**src/inc/isc_pkg.sv**
```systemverilog
// Purpose: shared constants and carriers for the interrupt status and command register slice
// Assumes: 32-bit Avalon-MM slave, byte addresses, one aligned word per register
// Notes:   all registers clear to zero at reset
package isc_pkg;
  localparam int unsigned ISC_DATA_W = 32;
  localparam int unsigned ISC_SRC_ID_W = 5;

  localparam logic [31:0] ISC_SRC_VEC0_ADDR   = 32'hfffff080;
  localparam logic [31:0] ISC_FAST_VEC_ADDR   = 32'hfffff104;
  localparam logic [31:0] ISC_SRC_ID_ADDR     = 32'hfffff108;
  localparam logic [31:0] ISC_PENDING_ADDR    = 32'hfffff10c;
  localparam logic [31:0] ISC_MASK_ADDR       = 32'hfffff110;
  localparam logic [31:0] ISC_CORE_LINE_ADDR  = 32'hfffff114;
  localparam logic [31:0] ISC_ENABLE_ADDR     = 32'hfffff120;
  localparam logic [31:0] ISC_DISABLE_ADDR    = 32'hfffff124;
  localparam logic [31:0] ISC_CLEAR_ADDR      = 32'hfffff128;
  localparam logic [31:0] ISC_SET_ADDR        = 32'hfffff12c;
  localparam logic [31:0] ISC_SPURIOUS_ADDR   = 32'hfffff134;
  localparam logic [31:0] ISC_EV_STATUS_ADDR  = 32'hfffff150;
  localparam logic [31:0] ISC_EV_CLEAR_ADDR   = 32'hfffff154;
  localparam logic [31:0] ISC_EV_ENABLE_ADDR  = 32'hfffff158;

  localparam logic [31:0] ISC_RESET_WORD = 32'h00000000;
  localparam logic [2:0]  ISC_EV_RESET   = 3'h0;

  localparam int unsigned ISC_FAST_SRC_BIT    = 0;
  localparam int unsigned ISC_SYS_SRC_BIT     = 1;
  localparam int unsigned ISC_FAST_LINE_BIT   = 0;
  localparam int unsigned ISC_NORMAL_LINE_BIT = 1;

  localparam int unsigned ISC_EV_W           = 3;
  localparam int unsigned ISC_EV_FAST_RISE   = 0;
  localparam int unsigned ISC_EV_NORMAL_RISE = 1;
  localparam int unsigned ISC_EV_SPURIOUS    = 2;

  typedef struct packed {
    logic        read;
    logic        write;
    logic [31:0] address;
    logic [31:0] writedata;
    logic [3:0]  byteenable;
  } isc_av_req_s;

  typedef struct packed {
    logic [31:0] readdata;
    logic        waitrequest;
  } isc_av_rsp_s;

  typedef enum logic [1:0] {
    ISC_BUS_IDLE   = 2'b00,
    ISC_BUS_ANSWER = 2'b01
  } isc_bus_state_e;
endpackage

```
**src/design/isc_regs.sv**
```systemverilog
// Purpose: status and command registers of a 32-source vectored interrupt controller
// Assumes: single 50 MHz clock, Avalon-MM master with waitrequest, source events arrive as set pulses
// Notes:   arbitration, source modes and end-of-interrupt handling live outside this block
`timescale 1ns/10ps
module isc_regs (
  input  wire logic                      ref_clk_in,
  input  wire logic                      rst_in,
  input  wire isc_pkg::isc_av_req_s      av_req_in,
  output isc_pkg::isc_av_rsp_s           av_rsp_out,
  input  wire logic [31:0]               source_set_in,
  input  wire logic [4:0]                current_source_number_in,
  output logic                           fast_request_out_n,
  output logic                           normal_request_out_n,
  output logic [31:0]                    enable_mask_out,
  output logic [31:0]                    pending_out,
  output logic                           irq_out
);
  import isc_pkg::*;

  isc_bus_state_e  bus_state;
  isc_bus_state_e  next_bus_state;
  logic [31:0]     pending;
  logic [31:0]     enable_mask;
  logic [31:0]     src_vec0;
  logic [31:0]     spurious_vector_store;
  logic            fast_line_state;
  logic            normal_line_state;
  logic [2:0]      ev_status;
  logic [2:0]      ev_enable;
  logic [31:0]     readdata;
  logic            irq;

  // byte lanes and request qualification
  wire logic [31:0] be_mask   = {{8{av_req_in.byteenable[3]}}, {8{av_req_in.byteenable[2]}},
                                 {8{av_req_in.byteenable[1]}}, {8{av_req_in.byteenable[0]}}};
  wire logic [31:0] wdata_be  = av_req_in.writedata & be_mask;
  wire logic        wr_take   = av_req_in.write & ~av_req_in.read;
  wire logic        rd_take   = av_req_in.read & ~av_req_in.write & (bus_state == ISC_BUS_IDLE);
  wire logic        waitreq   = av_req_in.read & (bus_state == ISC_BUS_IDLE);

  // address decode
  wire logic hit_vec0   = (av_req_in.address == ISC_SRC_VEC0_ADDR);
  wire logic hit_fast   = (av_req_in.address == ISC_FAST_VEC_ADDR);
  wire logic hit_id     = (av_req_in.address == ISC_SRC_ID_ADDR);
  wire logic hit_pend   = (av_req_in.address == ISC_PENDING_ADDR);
  wire logic hit_mask   = (av_req_in.address == ISC_MASK_ADDR);
  wire logic hit_core   = (av_req_in.address == ISC_CORE_LINE_ADDR);
  wire logic hit_enable = (av_req_in.address == ISC_ENABLE_ADDR);
  wire logic hit_dis    = (av_req_in.address == ISC_DISABLE_ADDR);
  wire logic hit_clear  = (av_req_in.address == ISC_CLEAR_ADDR);
  wire logic hit_set    = (av_req_in.address == ISC_SET_ADDR);
  wire logic hit_spu    = (av_req_in.address == ISC_SPURIOUS_ADDR);
  wire logic hit_evst   = (av_req_in.address == ISC_EV_STATUS_ADDR);
  wire logic hit_evclr  = (av_req_in.address == ISC_EV_CLEAR_ADDR);
  wire logic hit_even   = (av_req_in.address == ISC_EV_ENABLE_ADDR);

  // write-one command vectors; zero bits and unselected lanes do nothing
  wire logic [31:0] cmd_enable  = (wr_take & hit_enable) ? wdata_be : ISC_RESET_WORD;
  wire logic [31:0] cmd_disable = (wr_take & hit_dis)    ? wdata_be : ISC_RESET_WORD;
  wire logic [31:0] cmd_clear   = (wr_take & hit_clear)  ? wdata_be : ISC_RESET_WORD;
  wire logic [31:0] cmd_set     = (wr_take & hit_set)    ? wdata_be : ISC_RESET_WORD;
  wire logic [2:0]  cmd_ev_clr  = (wr_take & hit_evclr)  ? wdata_be[2:0] : ISC_EV_RESET;

  // enable and disable live at different addresses, so they never meet in one cycle
  wire logic [31:0] next_enable_mask = (enable_mask | cmd_enable) & ~cmd_disable;
  // a source event in the cycle of a clear keeps the bit set
  wire logic [31:0] next_pending     = (pending & ~cmd_clear) | cmd_set | source_set_in;

  wire logic [31:0] next_src_vec0 = (wr_take & hit_vec0) ? ((src_vec0 & ~be_mask) | wdata_be) : src_vec0;
  wire logic [31:0] next_spurious = (wr_take & hit_spu) ?
                                    ((spurious_vector_store & ~be_mask) | wdata_be) : spurious_vector_store;
  wire logic [2:0]  next_ev_enable = (wr_take & hit_even) ?
                                     ((ev_enable & ~be_mask[2:0]) | wdata_be[2:0]) : ev_enable;

  // request lines follow enabled pending sources one cycle later
  wire logic next_fast_line   = pending[ISC_FAST_SRC_BIT] & enable_mask[ISC_FAST_SRC_BIT];
  wire logic next_normal_line = |(pending[31:1] & enable_mask[31:1]);

  // fast vector answer: source 0 handler while the fast line is up, else the spurious handler
  wire logic [31:0] fast_vector_value = fast_line_state ? src_vec0 : spurious_vector_store;
  wire logic [31:0] core_line_word    = {30'h00000000, normal_line_state, fast_line_state};
  wire logic [31:0] src_id_word       = {27'h0000000, current_source_number_in};

  // read selection; unmapped and write-only addresses read as zero
  wire logic [31:0] rd_word =
    hit_vec0 ? src_vec0 :
    hit_fast ? fast_vector_value :
    hit_id   ? src_id_word :
    hit_pend ? pending :
    hit_mask ? enable_mask :
    hit_core ? core_line_word :
    hit_spu  ? spurious_vector_store :
    hit_evst ? {29'h00000000, ev_status} :
    hit_even ? {29'h00000000, ev_enable} :
    ISC_RESET_WORD;

  // events for the local interrupt: line rises and a spurious fast vector fetch
  wire logic [2:0] ev_raise = {rd_take & hit_fast & ~fast_line_state,
                               next_normal_line & ~normal_line_state,
                               next_fast_line & ~fast_line_state};
  wire logic [2:0] next_ev_status = (ev_status & ~cmd_ev_clr) | ev_raise;

  // a read always costs one wait cycle so that read data comes from a flop
  always_comb begin
    next_bus_state = bus_state;
    case (bus_state)
      ISC_BUS_IDLE: begin
        if (rd_take) begin
          next_bus_state = ISC_BUS_ANSWER;
        end
      end
      ISC_BUS_ANSWER: begin
        next_bus_state = ISC_BUS_IDLE;
      end
      default: begin
        next_bus_state = ISC_BUS_IDLE;
      end
    endcase
  end

  always_ff @(posedge ref_clk_in or posedge rst_in) begin
    if (rst_in) begin
      bus_state <= ISC_BUS_IDLE;
      readdata  <= ISC_RESET_WORD;
    end else begin
      bus_state <= next_bus_state;
      if (rd_take) begin
        readdata <= rd_word;
      end
    end
  end

  always_ff @(posedge ref_clk_in or posedge rst_in) begin
    if (rst_in) begin
      pending               <= ISC_RESET_WORD;
      enable_mask           <= ISC_RESET_WORD;
      src_vec0              <= ISC_RESET_WORD;
      spurious_vector_store <= ISC_RESET_WORD;
    end else begin
      pending               <= next_pending;
      enable_mask           <= next_enable_mask;
      src_vec0              <= next_src_vec0;
      spurious_vector_store <= next_spurious;
    end
  end

  always_ff @(posedge ref_clk_in or posedge rst_in) begin
    if (rst_in) begin
      fast_line_state   <= 1'b0;
      normal_line_state <= 1'b0;
      ev_status         <= ISC_EV_RESET;
      ev_enable         <= ISC_EV_RESET;
      irq               <= 1'b0;
    end else begin
      fast_line_state   <= next_fast_line;
      normal_line_state <= next_normal_line;
      ev_status         <= next_ev_status;
      ev_enable         <= next_ev_enable;
      irq               <= |(ev_status & ev_enable);
    end
  end

  assign av_rsp_out.readdata    = readdata;
  assign av_rsp_out.waitrequest = waitreq;
  assign fast_request_out_n     = ~fast_line_state;
  assign normal_request_out_n   = ~normal_line_state;
  assign enable_mask_out        = enable_mask;
  assign pending_out            = pending;
  assign irq_out                = irq;

  property p_fast_vec;
    @(posedge ref_clk_in) disable iff (rst_in)
    (rd_take && hit_fast && fast_line_state) |=> (!av_rsp_out.waitrequest && av_rsp_out.readdata == $past(src_vec0));
  endproperty
  a_fast_vec: assert property (p_fast_vec) else $error("fast vector read did not return source 0 vector");

  property p_spurious;
    @(posedge ref_clk_in) disable iff (rst_in)
    (rd_take && hit_fast && !fast_line_state) |=> (av_rsp_out.readdata == $past(spurious_vector_store));
  endproperty
  a_spurious: assert property (p_spurious) else $error("idle fast vector read did not return spurious vector");

  property p_src_id;
    @(posedge ref_clk_in) disable iff (rst_in)
    (rd_take && hit_id) |=> (av_rsp_out.readdata == {27'h0000000, $past(current_source_number_in)});
  endproperty
  a_src_id: assert property (p_src_id) else $error("source identifier read mismatch");

  property p_pend_read;
    @(posedge ref_clk_in) disable iff (rst_in)
    (rd_take && hit_pend) |=> (av_rsp_out.readdata == $past(pending_out));
  endproperty
  a_pend_read: assert property (p_pend_read) else $error("pending read does not show pending vector");

  property p_pend_src;
    @(posedge ref_clk_in) disable iff (rst_in)
    (|source_set_in) |=> ((pending_out & $past(source_set_in)) == $past(source_set_in));
  endproperty
  a_pend_src: assert property (p_pend_src) else $error("source event not shown as pending");

  property p_mask_read;
    @(posedge ref_clk_in) disable iff (rst_in)
    (rd_take && hit_mask) |=> (av_rsp_out.readdata == $past(enable_mask_out));
  endproperty
  a_mask_read: assert property (p_mask_read) else $error("mask read does not show enable mask");

  property p_fast_line;
    @(posedge ref_clk_in) disable iff (rst_in)
    (rd_take && hit_core) |=> (av_rsp_out.readdata[0] == !$past(fast_request_out_n));
  endproperty
  a_fast_line: assert property (p_fast_line) else $error("core line bit 0 disagrees with fast line");

  property p_normal_line;
    @(posedge ref_clk_in) disable iff (rst_in)
    (rd_take && hit_core) |=> (av_rsp_out.readdata[1] == !$past(normal_request_out_n));
  endproperty
  a_normal_line: assert property (p_normal_line) else $error("core line bit 1 disagrees with normal line");

  property p_enable_cmd;
    @(posedge ref_clk_in) disable iff (rst_in)
    (wr_take && hit_enable) |=> (((enable_mask_out & $past(wdata_be)) == $past(wdata_be)) &&
                                 ((enable_mask_out & ~$past(wdata_be)) == ($past(enable_mask_out) & ~$past(wdata_be))));
  endproperty
  a_enable_cmd: assert property (p_enable_cmd) else $error("enable command misapplied");

  property p_disable_cmd;
    @(posedge ref_clk_in) disable iff (rst_in)
    (wr_take && hit_dis) |=> (((enable_mask_out & $past(wdata_be)) == 32'h00000000) &&
                              ((enable_mask_out & ~$past(wdata_be)) == ($past(enable_mask_out) & ~$past(wdata_be))));
  endproperty
  a_disable_cmd: assert property (p_disable_cmd) else $error("disable command misapplied");

  property p_clear_cmd;
    @(posedge ref_clk_in) disable iff (rst_in)
    (wr_take && hit_clear) |=> ((pending_out & $past(wdata_be & ~source_set_in)) == 32'h00000000);
  endproperty
  a_clear_cmd: assert property (p_clear_cmd) else $error("clear command left a bit pending");

  property p_set_cmd;
    @(posedge ref_clk_in) disable iff (rst_in)
    (wr_take && hit_set) |=> (((pending_out & $past(wdata_be)) == $past(wdata_be)) &&
                              ((pending_out & ~$past(wdata_be)) == (($past(pending_out) | $past(source_set_in)) & ~$past(wdata_be))));
  endproperty
  a_set_cmd: assert property (p_set_cmd) else $error("set command misapplied");

  property p_mask_hold;
    @(posedge ref_clk_in) disable iff (rst_in)
    !(wr_take && (hit_enable || hit_dis)) |=> $stable(enable_mask_out);
  endproperty
  a_mask_hold: assert property (p_mask_hold) else $error("mask changed without a command");

  property p_line_follow;
    @(posedge ref_clk_in) disable iff (rst_in)
    (pending_out[0] && enable_mask_out[0]) |=> !fast_request_out_n;
  endproperty
  a_line_follow: assert property (p_line_follow) else $error("fast line not asserted for enabled fast source");

  // bus handshake: writes never wait, reads wait exactly one cycle
  property p_write_nowait;
    @(posedge ref_clk_in) disable iff (rst_in)
    (av_req_in.write && !av_req_in.read) |-> !av_rsp_out.waitrequest;
  endproperty
  a_write_nowait: assert property (p_write_nowait) else $error("write was held off");

  property p_read_wait;
    @(posedge ref_clk_in) disable iff (rst_in)
    rd_take |=> !av_rsp_out.waitrequest;
  endproperty
  a_read_wait: assert property (p_read_wait) else $error("read answer not given after one wait cycle");

  property p_readdata_hold;
    @(posedge ref_clk_in) disable iff (rst_in)
    !rd_take |=> $stable(av_rsp_out.readdata);
  endproperty
  a_readdata_hold: assert property (p_readdata_hold) else $error("read data changed without a read");

  // a request with both directions set must not touch the mask
  property p_rw_refused;
    @(posedge ref_clk_in) disable iff (rst_in)
    (av_req_in.read && av_req_in.write) |=> $stable(enable_mask_out);
  endproperty
  a_rw_refused: assert property (p_rw_refused) else $error("mask changed on a read and write request");

  property p_fast_drop;
    @(posedge ref_clk_in) disable iff (rst_in)
    !(pending_out[0] && enable_mask_out[0]) |=> fast_request_out_n;
  endproperty
  a_fast_drop: assert property (p_fast_drop) else $error("fast line asserted without enabled fast source");

  property p_normal_follow;
    @(posedge ref_clk_in) disable iff (rst_in)
    (|(pending_out[31:1] & enable_mask_out[31:1])) |=> !normal_request_out_n;
  endproperty
  a_normal_follow: assert property (p_normal_follow) else $error("normal line not asserted for enabled source");

  property p_normal_drop;
    @(posedge ref_clk_in) disable iff (rst_in)
    !(|(pending_out[31:1] & enable_mask_out[31:1])) |=> normal_request_out_n;
  endproperty
  a_normal_drop: assert property (p_normal_drop) else $error("normal line asserted with nothing enabled");

  property p_pend_hold;
    @(posedge ref_clk_in) disable iff (rst_in)
    (!(wr_take && (hit_clear || hit_set)) && !(|source_set_in)) |=> $stable(pending_out);
  endproperty
  a_pend_hold: assert property (p_pend_hold) else $error("pending changed without a cause");

  property p_clear_keep;
    @(posedge ref_clk_in) disable iff (rst_in)
    (wr_take && hit_clear) |=>
      ((pending_out & ~$past(wdata_be)) == (($past(pending_out) | $past(source_set_in)) & ~$past(wdata_be)));
  endproperty
  a_clear_keep: assert property (p_clear_keep) else $error("clear command touched a bit written zero");

  // a source event racing a clear must survive it
  property p_clear_set_wins;
    @(posedge ref_clk_in) disable iff (rst_in)
    (wr_take && hit_clear) |=> ((pending_out & $past(source_set_in)) == $past(source_set_in));
  endproperty
  a_clear_set_wins: assert property (p_clear_set_wins) else $error("clear swallowed a new source event");

  property p_core_upper;
    @(posedge ref_clk_in) disable iff (rst_in)
    (rd_take && hit_core) |=> (av_rsp_out.readdata[31:2] == 30'h00000000);
  endproperty
  a_core_upper: assert property (p_core_upper) else $error("core line upper bits not zero");

  property p_src_id_upper;
    @(posedge ref_clk_in) disable iff (rst_in)
    (rd_take && hit_id) |=> (av_rsp_out.readdata[31:5] == 27'h0000000);
  endproperty
  a_src_id_upper: assert property (p_src_id_upper) else $error("source identifier upper bits not zero");

  property p_wo_read_zero;
    @(posedge ref_clk_in) disable iff (rst_in)
    (rd_take && (hit_enable || hit_dis || hit_clear || hit_set)) |=> (av_rsp_out.readdata == 32'h00000000);
  endproperty
  a_wo_read_zero: assert property (p_wo_read_zero) else $error("write-only command register read not zero");

  property p_vec0_write;
    @(posedge ref_clk_in) disable iff (rst_in)
    (wr_take && hit_vec0 && (av_req_in.byteenable == 4'hf)) |=> (src_vec0 == $past(av_req_in.writedata));
  endproperty
  a_vec0_write: assert property (p_vec0_write) else $error("source 0 vector write not stored");

  property p_spu_write;
    @(posedge ref_clk_in) disable iff (rst_in)
    (wr_take && hit_spu && (av_req_in.byteenable == 4'hf)) |=> (spurious_vector_store == $past(av_req_in.writedata));
  endproperty
  a_spu_write: assert property (p_spu_write) else $error("spurious vector write not stored");

  property p_irq_level;
    @(posedge ref_clk_in) disable iff (rst_in)
    (|(ev_status & ev_enable)) |=> irq_out;
  endproperty
  a_irq_level: assert property (p_irq_level) else $error("interrupt not raised for enabled event");

  property p_ev_set_wins;
    @(posedge ref_clk_in) disable iff (rst_in)
    ev_raise[0] |=> ev_status[0];
  endproperty
  a_ev_set_wins: assert property (p_ev_set_wins) else $error("fast rise event lost");
endmodule

```
**config.mk**
```make
export PLATFORM = sky130hd
export DESIGN_NAME = isc_regs
export DESIGN_NICKNAME = d
export VERILOG_FILES = /design/src/inc/isc_pkg.sv /design/src/design/isc_regs.sv
export SDC_FILE = /design/constraint.sdc
export NUM_CORES = 1
export LEC_CHECK = 0
export CORE_MARGIN = 3
export CORE_UTILIZATION = 60
export DETAILED_ROUTE_END_ITERATION = 10
export DONT_BUFFER_PORTS = 1
export GPL_TIMING_DRIVEN = 0
export HOLD_SLACK_MARGIN = 0.03
export PLACE_DENSITY_LB_ADDON = 0.15
export SLEW_MARGIN = 20
export SYNTH_ARGS = -nofsm -noshare
export SYNTH_HDL_FRONTEND = slang
export SYNTH_SLANG_ARGS = --single-unit
```
**constraint.sdc**
```tcl
create_clock -name ref_clk_in -period 10.26 [get_ports ref_clk_in]
set_clock_uncertainty 0.2 [all_clocks]
set_input_delay 0 -clock ref_clk_in [delete_from_list [all_inputs] [get_ports ref_clk_in]]
set_output_delay 0 -clock ref_clk_in [all_outputs]
set_load 0.02 [all_outputs]
```
==> results of run 1 <==
area by class of cell:
cell class                 count  share of cell area (%)
buffer                        69                    2.56
clock buffer                  20                    4.07
clock inverter                12                    1.47
inverter                       6                   0.274
multi-input combinational    603                    37.8
sequential                   170                    38.8
tap                          180                    2.05
timing repair buffer         139                    13.0
worst max path at each step:
stage | slack (ps) | from | to | cells after the start
6_report | 6480 | av_req_in[44] | pending_out[1]$_DFF_PP0_ | 10
5_1_grt | 6310 | av_req_in[43] | pending_out[1]$_DFF_PP0_ | 10
4_1_cts | 6780 | av_req_in[43] | pending_out[1]$_DFF_PP0_ | 10
3_5_place_dp | 7230 | av_req_in[40] | readdata[16]$_DFFE_PP0P_ | 8
3_3_place_gp | 3920 | rst_in | async pin | 1
2_1_floorplan | 5460 | rst_in | async pin | 1
tightest hold or removal path, delay by kind of cell:
family | cells | cell delay (ps)
AND/OR/NAND/NOR | 1 | 50
AO/OA/AOI/OAI | 1 | 50
buffers and inverters | 1 | 550
power groups by stage:
stage               Sequential, W  Clock (W)  Combinational (W)
floorplan                0.000730          0          0.0000552
global placement         0.000737          0          0.0000742
detailed placement       0.000737          0          0.0000782
CTS                      0.000724   0.000670           0.000122
global route             0.000726   0.000700           0.000137
finish                   0.000725   0.000672           0.000128
cell usage in the layout, fill, tap and decap left out, drive strengths merged, types with 3 or more instances in the layout:
cell	n
and3	3
nand2	79
a22o	6
a22oi	63
nor4	7
and2	4
nor3	9
buf	18
clkbuf	74
a221oi	5
dfrtp	170
o22ai	28
dlygate4sd3	136
bufinv	3
a31oi	96
clkinvlp	3
nand3b	3
nor2	15
mux2i	34
o21ai	65
inv	10
nand3	15
a21oi	32
nand4	8
mux2	69
or3	30
stage by stage:
step	total power [W]	worst slack, ps	hold WS, ps	instance area, µm²
CTS	0.00152	6780	46.5	11000
detailed placement	0.000815	7230	-277	8960
global placement	0.000811	3920	-103	8910
floorplan	0.000785	5460	-105	8690
finish	0.00152	6480	55.1	11000
global route	0.00156	6310	57.0	11000
cell families (layout without fill, tap and decap cells):
family	count (synthesis)	in the layout	share of synthesized area [%]
compound gates	313	313	22.9
simple gates	187	187	11.8
mux	103	103	12.9
flops	170	170	49.0
buf+inv	75	246	3.49
per-layer routing:
layer	vias to the layer above	part of all wire [%]	track usage (%)
li1	3608	-	-
met1	4291	35	53.5
met2	851	46	64.7
met3	187	14	12.0
met4	0	4.9	21.6
met5	-	0	0
==> impl_results.md, run 1 <==
* Status: completed
* Nets at 1115
* FFs w/ async S/R, synth at 100%
* Layout cells sized above 1 at 12.2%
* Seq pwr share at 47.6%
* Post-synth EDFFs at 0
* Post-layout util at 78.1%
* Port Buffer Count at 0
* Initial Util at 61.9%
* HPWL Detailed at 21200 µm
* Mapped Cells at 848
* DR vias/cell at 7.45
* Hold_buf cts at 137
* GRT Util Overall at 41.7%
* CTS Root Cell: clkbuf_16
* Worst Hold End: pending_out[9]$_DFF_PP0_
* Iteration-0 DRC count of the detailed router at 1367
* Syn Nets at 957
* Synthesized area at 0.00869 mm²
* Final setup TNS at 0 ps
* Top cell type by total area after synthesis: dfrtp_1
* Slew headroom at 29.8%
* Die extent in y at 126 µm
* Min Tclk post-route at 3780 ps
* Post-cts sizing count at 0
* P&R area growth vs syn at 26.2%
* Slew Limit Fails at 0
* Critical path required time at 10420 ps
* Top post-synthesis cells by area: dfrtp_1 (49%), mux2_2 (8.7%), a31oi_1 (6.9%)
* Max incr delay on CP at 600 ps
* Initial antenna violation count at 0
* ANT cells at 0
* DRC at 0
* Crit end category: register
* DP Cell Count at 1030
* Final Hold Viols at 0
* Clk pwr share at 44.1%
* Htree depth at 4
* Worst hold path stage count at 3
* CP top delay family: buffers and inverters
* Share of the synthesized area in the top cell type at 49.0%
* Fmax at 0.264 GHz
* GR Overflow Total at 0
* Worst Reg-to-Reg Cells at 7
* Pre-Repair DR Iteration Count at 9
* Most numerous cell on the critical path: dlygate4sd3_1
* Peak supply drop at 0.000114 V
* Avg WL per Cell at 28.2 µm
* Worst min-delay path category: in2reg
* Sw frac at 25.8%
* Clock Latency Late Sink at 440 ps
* Crit start category: primary input
* Die width at 126 µm
* Routability cong. at 0.988
* Int Pwr at 0.00113 W
* Multi-input logic area at 0.00414 mm²
* CP Data Arrival Time at 3940 ps
* CORE AREA at 0.0140 mm²
* Worst setup path class: in2reg
* Worst path bufs/invs at 6
* Clock Sinks at 170
* Io pins at 209
* Fin crit share at 36.9%
* Clk slew on worst S/H paths at 70 ps
* Netlist cell types at 58
* Number of global-route vias before repair at 9037
* Worst-path cell chain: dlygate4sd3_1, clkbuf_1, nand2_1, nor4_2, buf_2, clkbuf_1, a31oi_1, dlygate4sd3_1, nand2_1, dlygate4sd3_1
* Leakage power at 4.25 nW
* Yosys reg bits at 170
* Fillers at 908
* RSZ-0062 raised after global routing: false
* Sw power at 0.000393 W
* Largest net degree at the start of global routing at 104
* TritonCTS clock tree: done
* Most common cell in the netlist: dfrtp_1
* Syn. warnings at 0
* Num CTS Buffers at 17
* Worst Hold Launch: source_set_in[9]
* R2r setup slk at 7340 ps
* Logic pwr share at 8.4%
* Post-DRT Antenna Nets at 0
* Final wirelength at 33800 µm
* Finished Layout Cells at 1199
* Seq/Total Area, Yosys at 49.0%
* Synth top cells by count: dfrtp_1 (170), a31oi_1 (96), nand2_1 (79)
* Crit path max-delay cell type: dlygate4sd3_1
* Crit Path Max Fanout at 10
* Worst R2R End: readdata[13]$_DFFE_PP0P_
* Global-route wire length before repair at 51400 µm
* Avg Inst Size Synth at 10.2 µm²
* Most used DFF post-synth: dfrtp_1
* # Post-CTS Setup Buffers at 0
* Vias at 8937
* Longest Clk Path Bufs at 2
* Tightest Pin Transition at 1050 ps
* PD cells at 139 mW/mm²
* Reg area at 0.00425 mm²
* Max Cap Viol at 0
* Reg-to-Reg Start: fast_line_state$_DFF_PP0_
* Setup violators final at 0
* Die ar. at 0.0160 mm²
* Number of core rows at 43
Note: power is estimated with default switching activity, not from simulation.
==> run 2, diff against run 1 <==
clock period = 3.9 ns   (was 10.26 ns; I/O delays follow)
==> impl_results.md, run 2 (synthesis results as in run 1) <==
* Status: completed
* Hold_buf cts at 140
* Die ar. at 0.0160 mm²
* CTS Root Cell: clkbuf_16
* Max Cap Viol at 0
* Num CTS Buffers at 17
* Min Tclk post-route at 3800 ps
* Reg area at 0.00425 mm²
* Die width at 126 µm
* Worst-path cell chain: dlygate4sd3_1, nor3_1, nand2_1, nor4_2, clkbuf_1, a31oi_1, dlygate4sd3_1, nand2_1, dlygate4sd3_1
* Worst hold margin at 28.5 ps
* Final Hold Viols at 0
* Final wirelength at 33800 µm
* Worst min-delay path category: in2reg
* Peak supply drop at 0.000284 V
* Sw frac at 25.7%
* ANT cells at 0
* Htree depth at 4
* Number of global-route vias before repair at 9214
* Critical path required time at 4070 ps
* Multi-input logic area at 0.00415 mm²
* Crit end category: register
* Fmax at 0.263 GHz
* Initial Util at 61.9%
* Avg WL per Cell at 28.1 µm
* Routability cong. at 0.934
* Final setup TNS at 0 ps
* CORE AREA at 0.0140 mm²
* Largest net degree at the start of global routing at 37
* Crit Path Max Fanout at 10
* Iteration-0 DRC count of the detailed router at 1338
* Post-cts sizing count at 0
* Longest Clk Path Bufs at 2
* CP Data Arrival Time at 3970 ps
* Most used cells in the layout excluding fill and tap cells: dfrtp_1 (170), dlygate4sd3_1 (140), a31oi_1 (96), nand2_1 (79), mux2_2 (67)
* P&R area growth vs syn at 26.8%
* Seq pwr share at 48.0%
* Io pins at 209
* Worst setup path class: in2reg
* Setup violators final at 0
* Int Pwr at 0.00295 W
* Most common cell after layout, fill and taps aside: dfrtp_1
* Clk pwr share at 43.4%
* Nets at 1121
* Fillers at 882
* Fin crit share at 97.5%
* # Post-CTS Setup Buffers at 0
* Clk slew on worst S/H paths at 60 ps
* Vias at 8921
* Sw power at 0.00102 W
* CP top delay family: buffers and inverters
* DR vias/cell at 7.41
* Worst path bufs/invs at 4
* Port Buffer Count at 0
* Clock Latency Late Sink at 440 ps
* HPWL Detailed at 21300 µm
* Tightest Pin Transition at 1080 ps
* TritonCTS clock tree: done
* GR Overflow Total at 0
* Number of core rows at 43
* Crit start category: primary input
* RSZ-0062 raised after global routing: false
* Slew headroom at 27.7%
* Slew Limit Fails at 0
* Crit path max-delay cell type: nor4_2
* Initial antenna violation count at 0
* Pre-Repair DR Iteration Count at 6
* DRC at 0
* Layout cells sized above 1 at 12.2%
* Die extent in y at 126 µm
* GRT Util Overall at 42.2%
* Logic pwr share at 8.7%
* Most numerous cell on the critical path: dlygate4sd3_1
* Clock Sinks at 170
* Max incr delay on CP at 750 ps
* Post-layout util at 78.5%
* Post-DRT Antenna Nets at 0
* PD cells at 361 mW/mm²
* Leakage power at 4.26 nW
* Global-route wire length before repair at 52300 µm
==> run 2: cell count changes in the layout (fill, tap and decap cells not counted) <==
cell / previous run / this run
buf_12: 0 / 5
dlygate4sd3_1: 136 / 140
inv_6: 4 / 1
buf_16: 2 / 0
clkinv_2: 1 / 3
buf_2: 9 / 8
clkbuf_1: 56 / 57
clkbuf_8: 1 / 0
clkinv_4: 1 / 2
inv_8: 1 / 0
nor3b_1: 1 / 0
nor3b_2: 0 / 1
==> run 2: area by class of cell <==
cell class / count / share of cell area (%)
sequential: 170 / 38.6
clock buffer: 20 / 3.96
timing repair buffer: 145 / 13.6
buffer: 69 / 2.54
clock inverter: 11 / 1.33
tap: 180 / 2.04
multi-input combinational: 603 / 37.6
inverter: 6 / 0.238
==> run 2: path summary, 6_finish.rpt <==
kind	start	endpoint	slack, ps	cells after the start
worst max-delay path	av_req_in[43]	pending_out[4]$_DFF_PP0_	100	9
worst min-delay path	av_req_in[40]	readdata[0]$_DFFE_PP0P_	30	4
worst max register to register	bus_state[0]$_DFFE_PP0P_	readdata[1]$_DFFE_PP0P_	1090	8
worst min register to register	register	register	320	1
max in group asynchronous	rst_in	async pin	2170	6
min in group asynchronous	rst_in	pending_out[29]$_DFF_PP0_	330	3
==> run 2: power groups by stage <==
stage / clock network, W / registers [W] / logic (W)
6_report: 0.00172 / 0.00191 / 0.000345
5_1_grt: 0.00179 / 0.00191 / 0.000371
4_1_cts: 0.00171 / 0.00191 / 0.000329
3_5_place_dp: 0 / 0.00194 / 0.000214
3_3_place_gp: 0 / 0.00194 / 0.000194
2_1_floorplan: 0 / 0.00192 / 0.000146
==> run 2: layer usage <==
metal / GRT usage (%) / vias up / share of wire [%]
li1: - / 3607 / -
met1: 53.4 / 4302 / 35
met2: 65.9 / 832 / 47
met3: 13.0 / 180 / 14
met4: 21.6 / 0 / 4.9
met5: 0 / - / 0
==> run 2: per-stage QoR <==
step	area [µm²]	setup WS [ps]	instances	power [W]
2_1_floorplan	8690	1530	848	0.00207
3_3_place_gp	8920	701	1028	0.00213
3_5_place_dp	9030	923	1033	0.00215
4_1_cts	11000	387	1204	0.00395
5_1_grt	11000	65.6	1204	0.00407
6_report	11000	97.6	1204	0.00398
==> run 2: worst reg2reg max path: cells and delay by family, from the launching register on <==
kind / cells / cell delay [ps]
AOI/OAI and AO/OA: 2 / 320
and+or+nand+nor: 3 / 410
DFF: 1 / 330
buffers and inverters: 3 / 1440
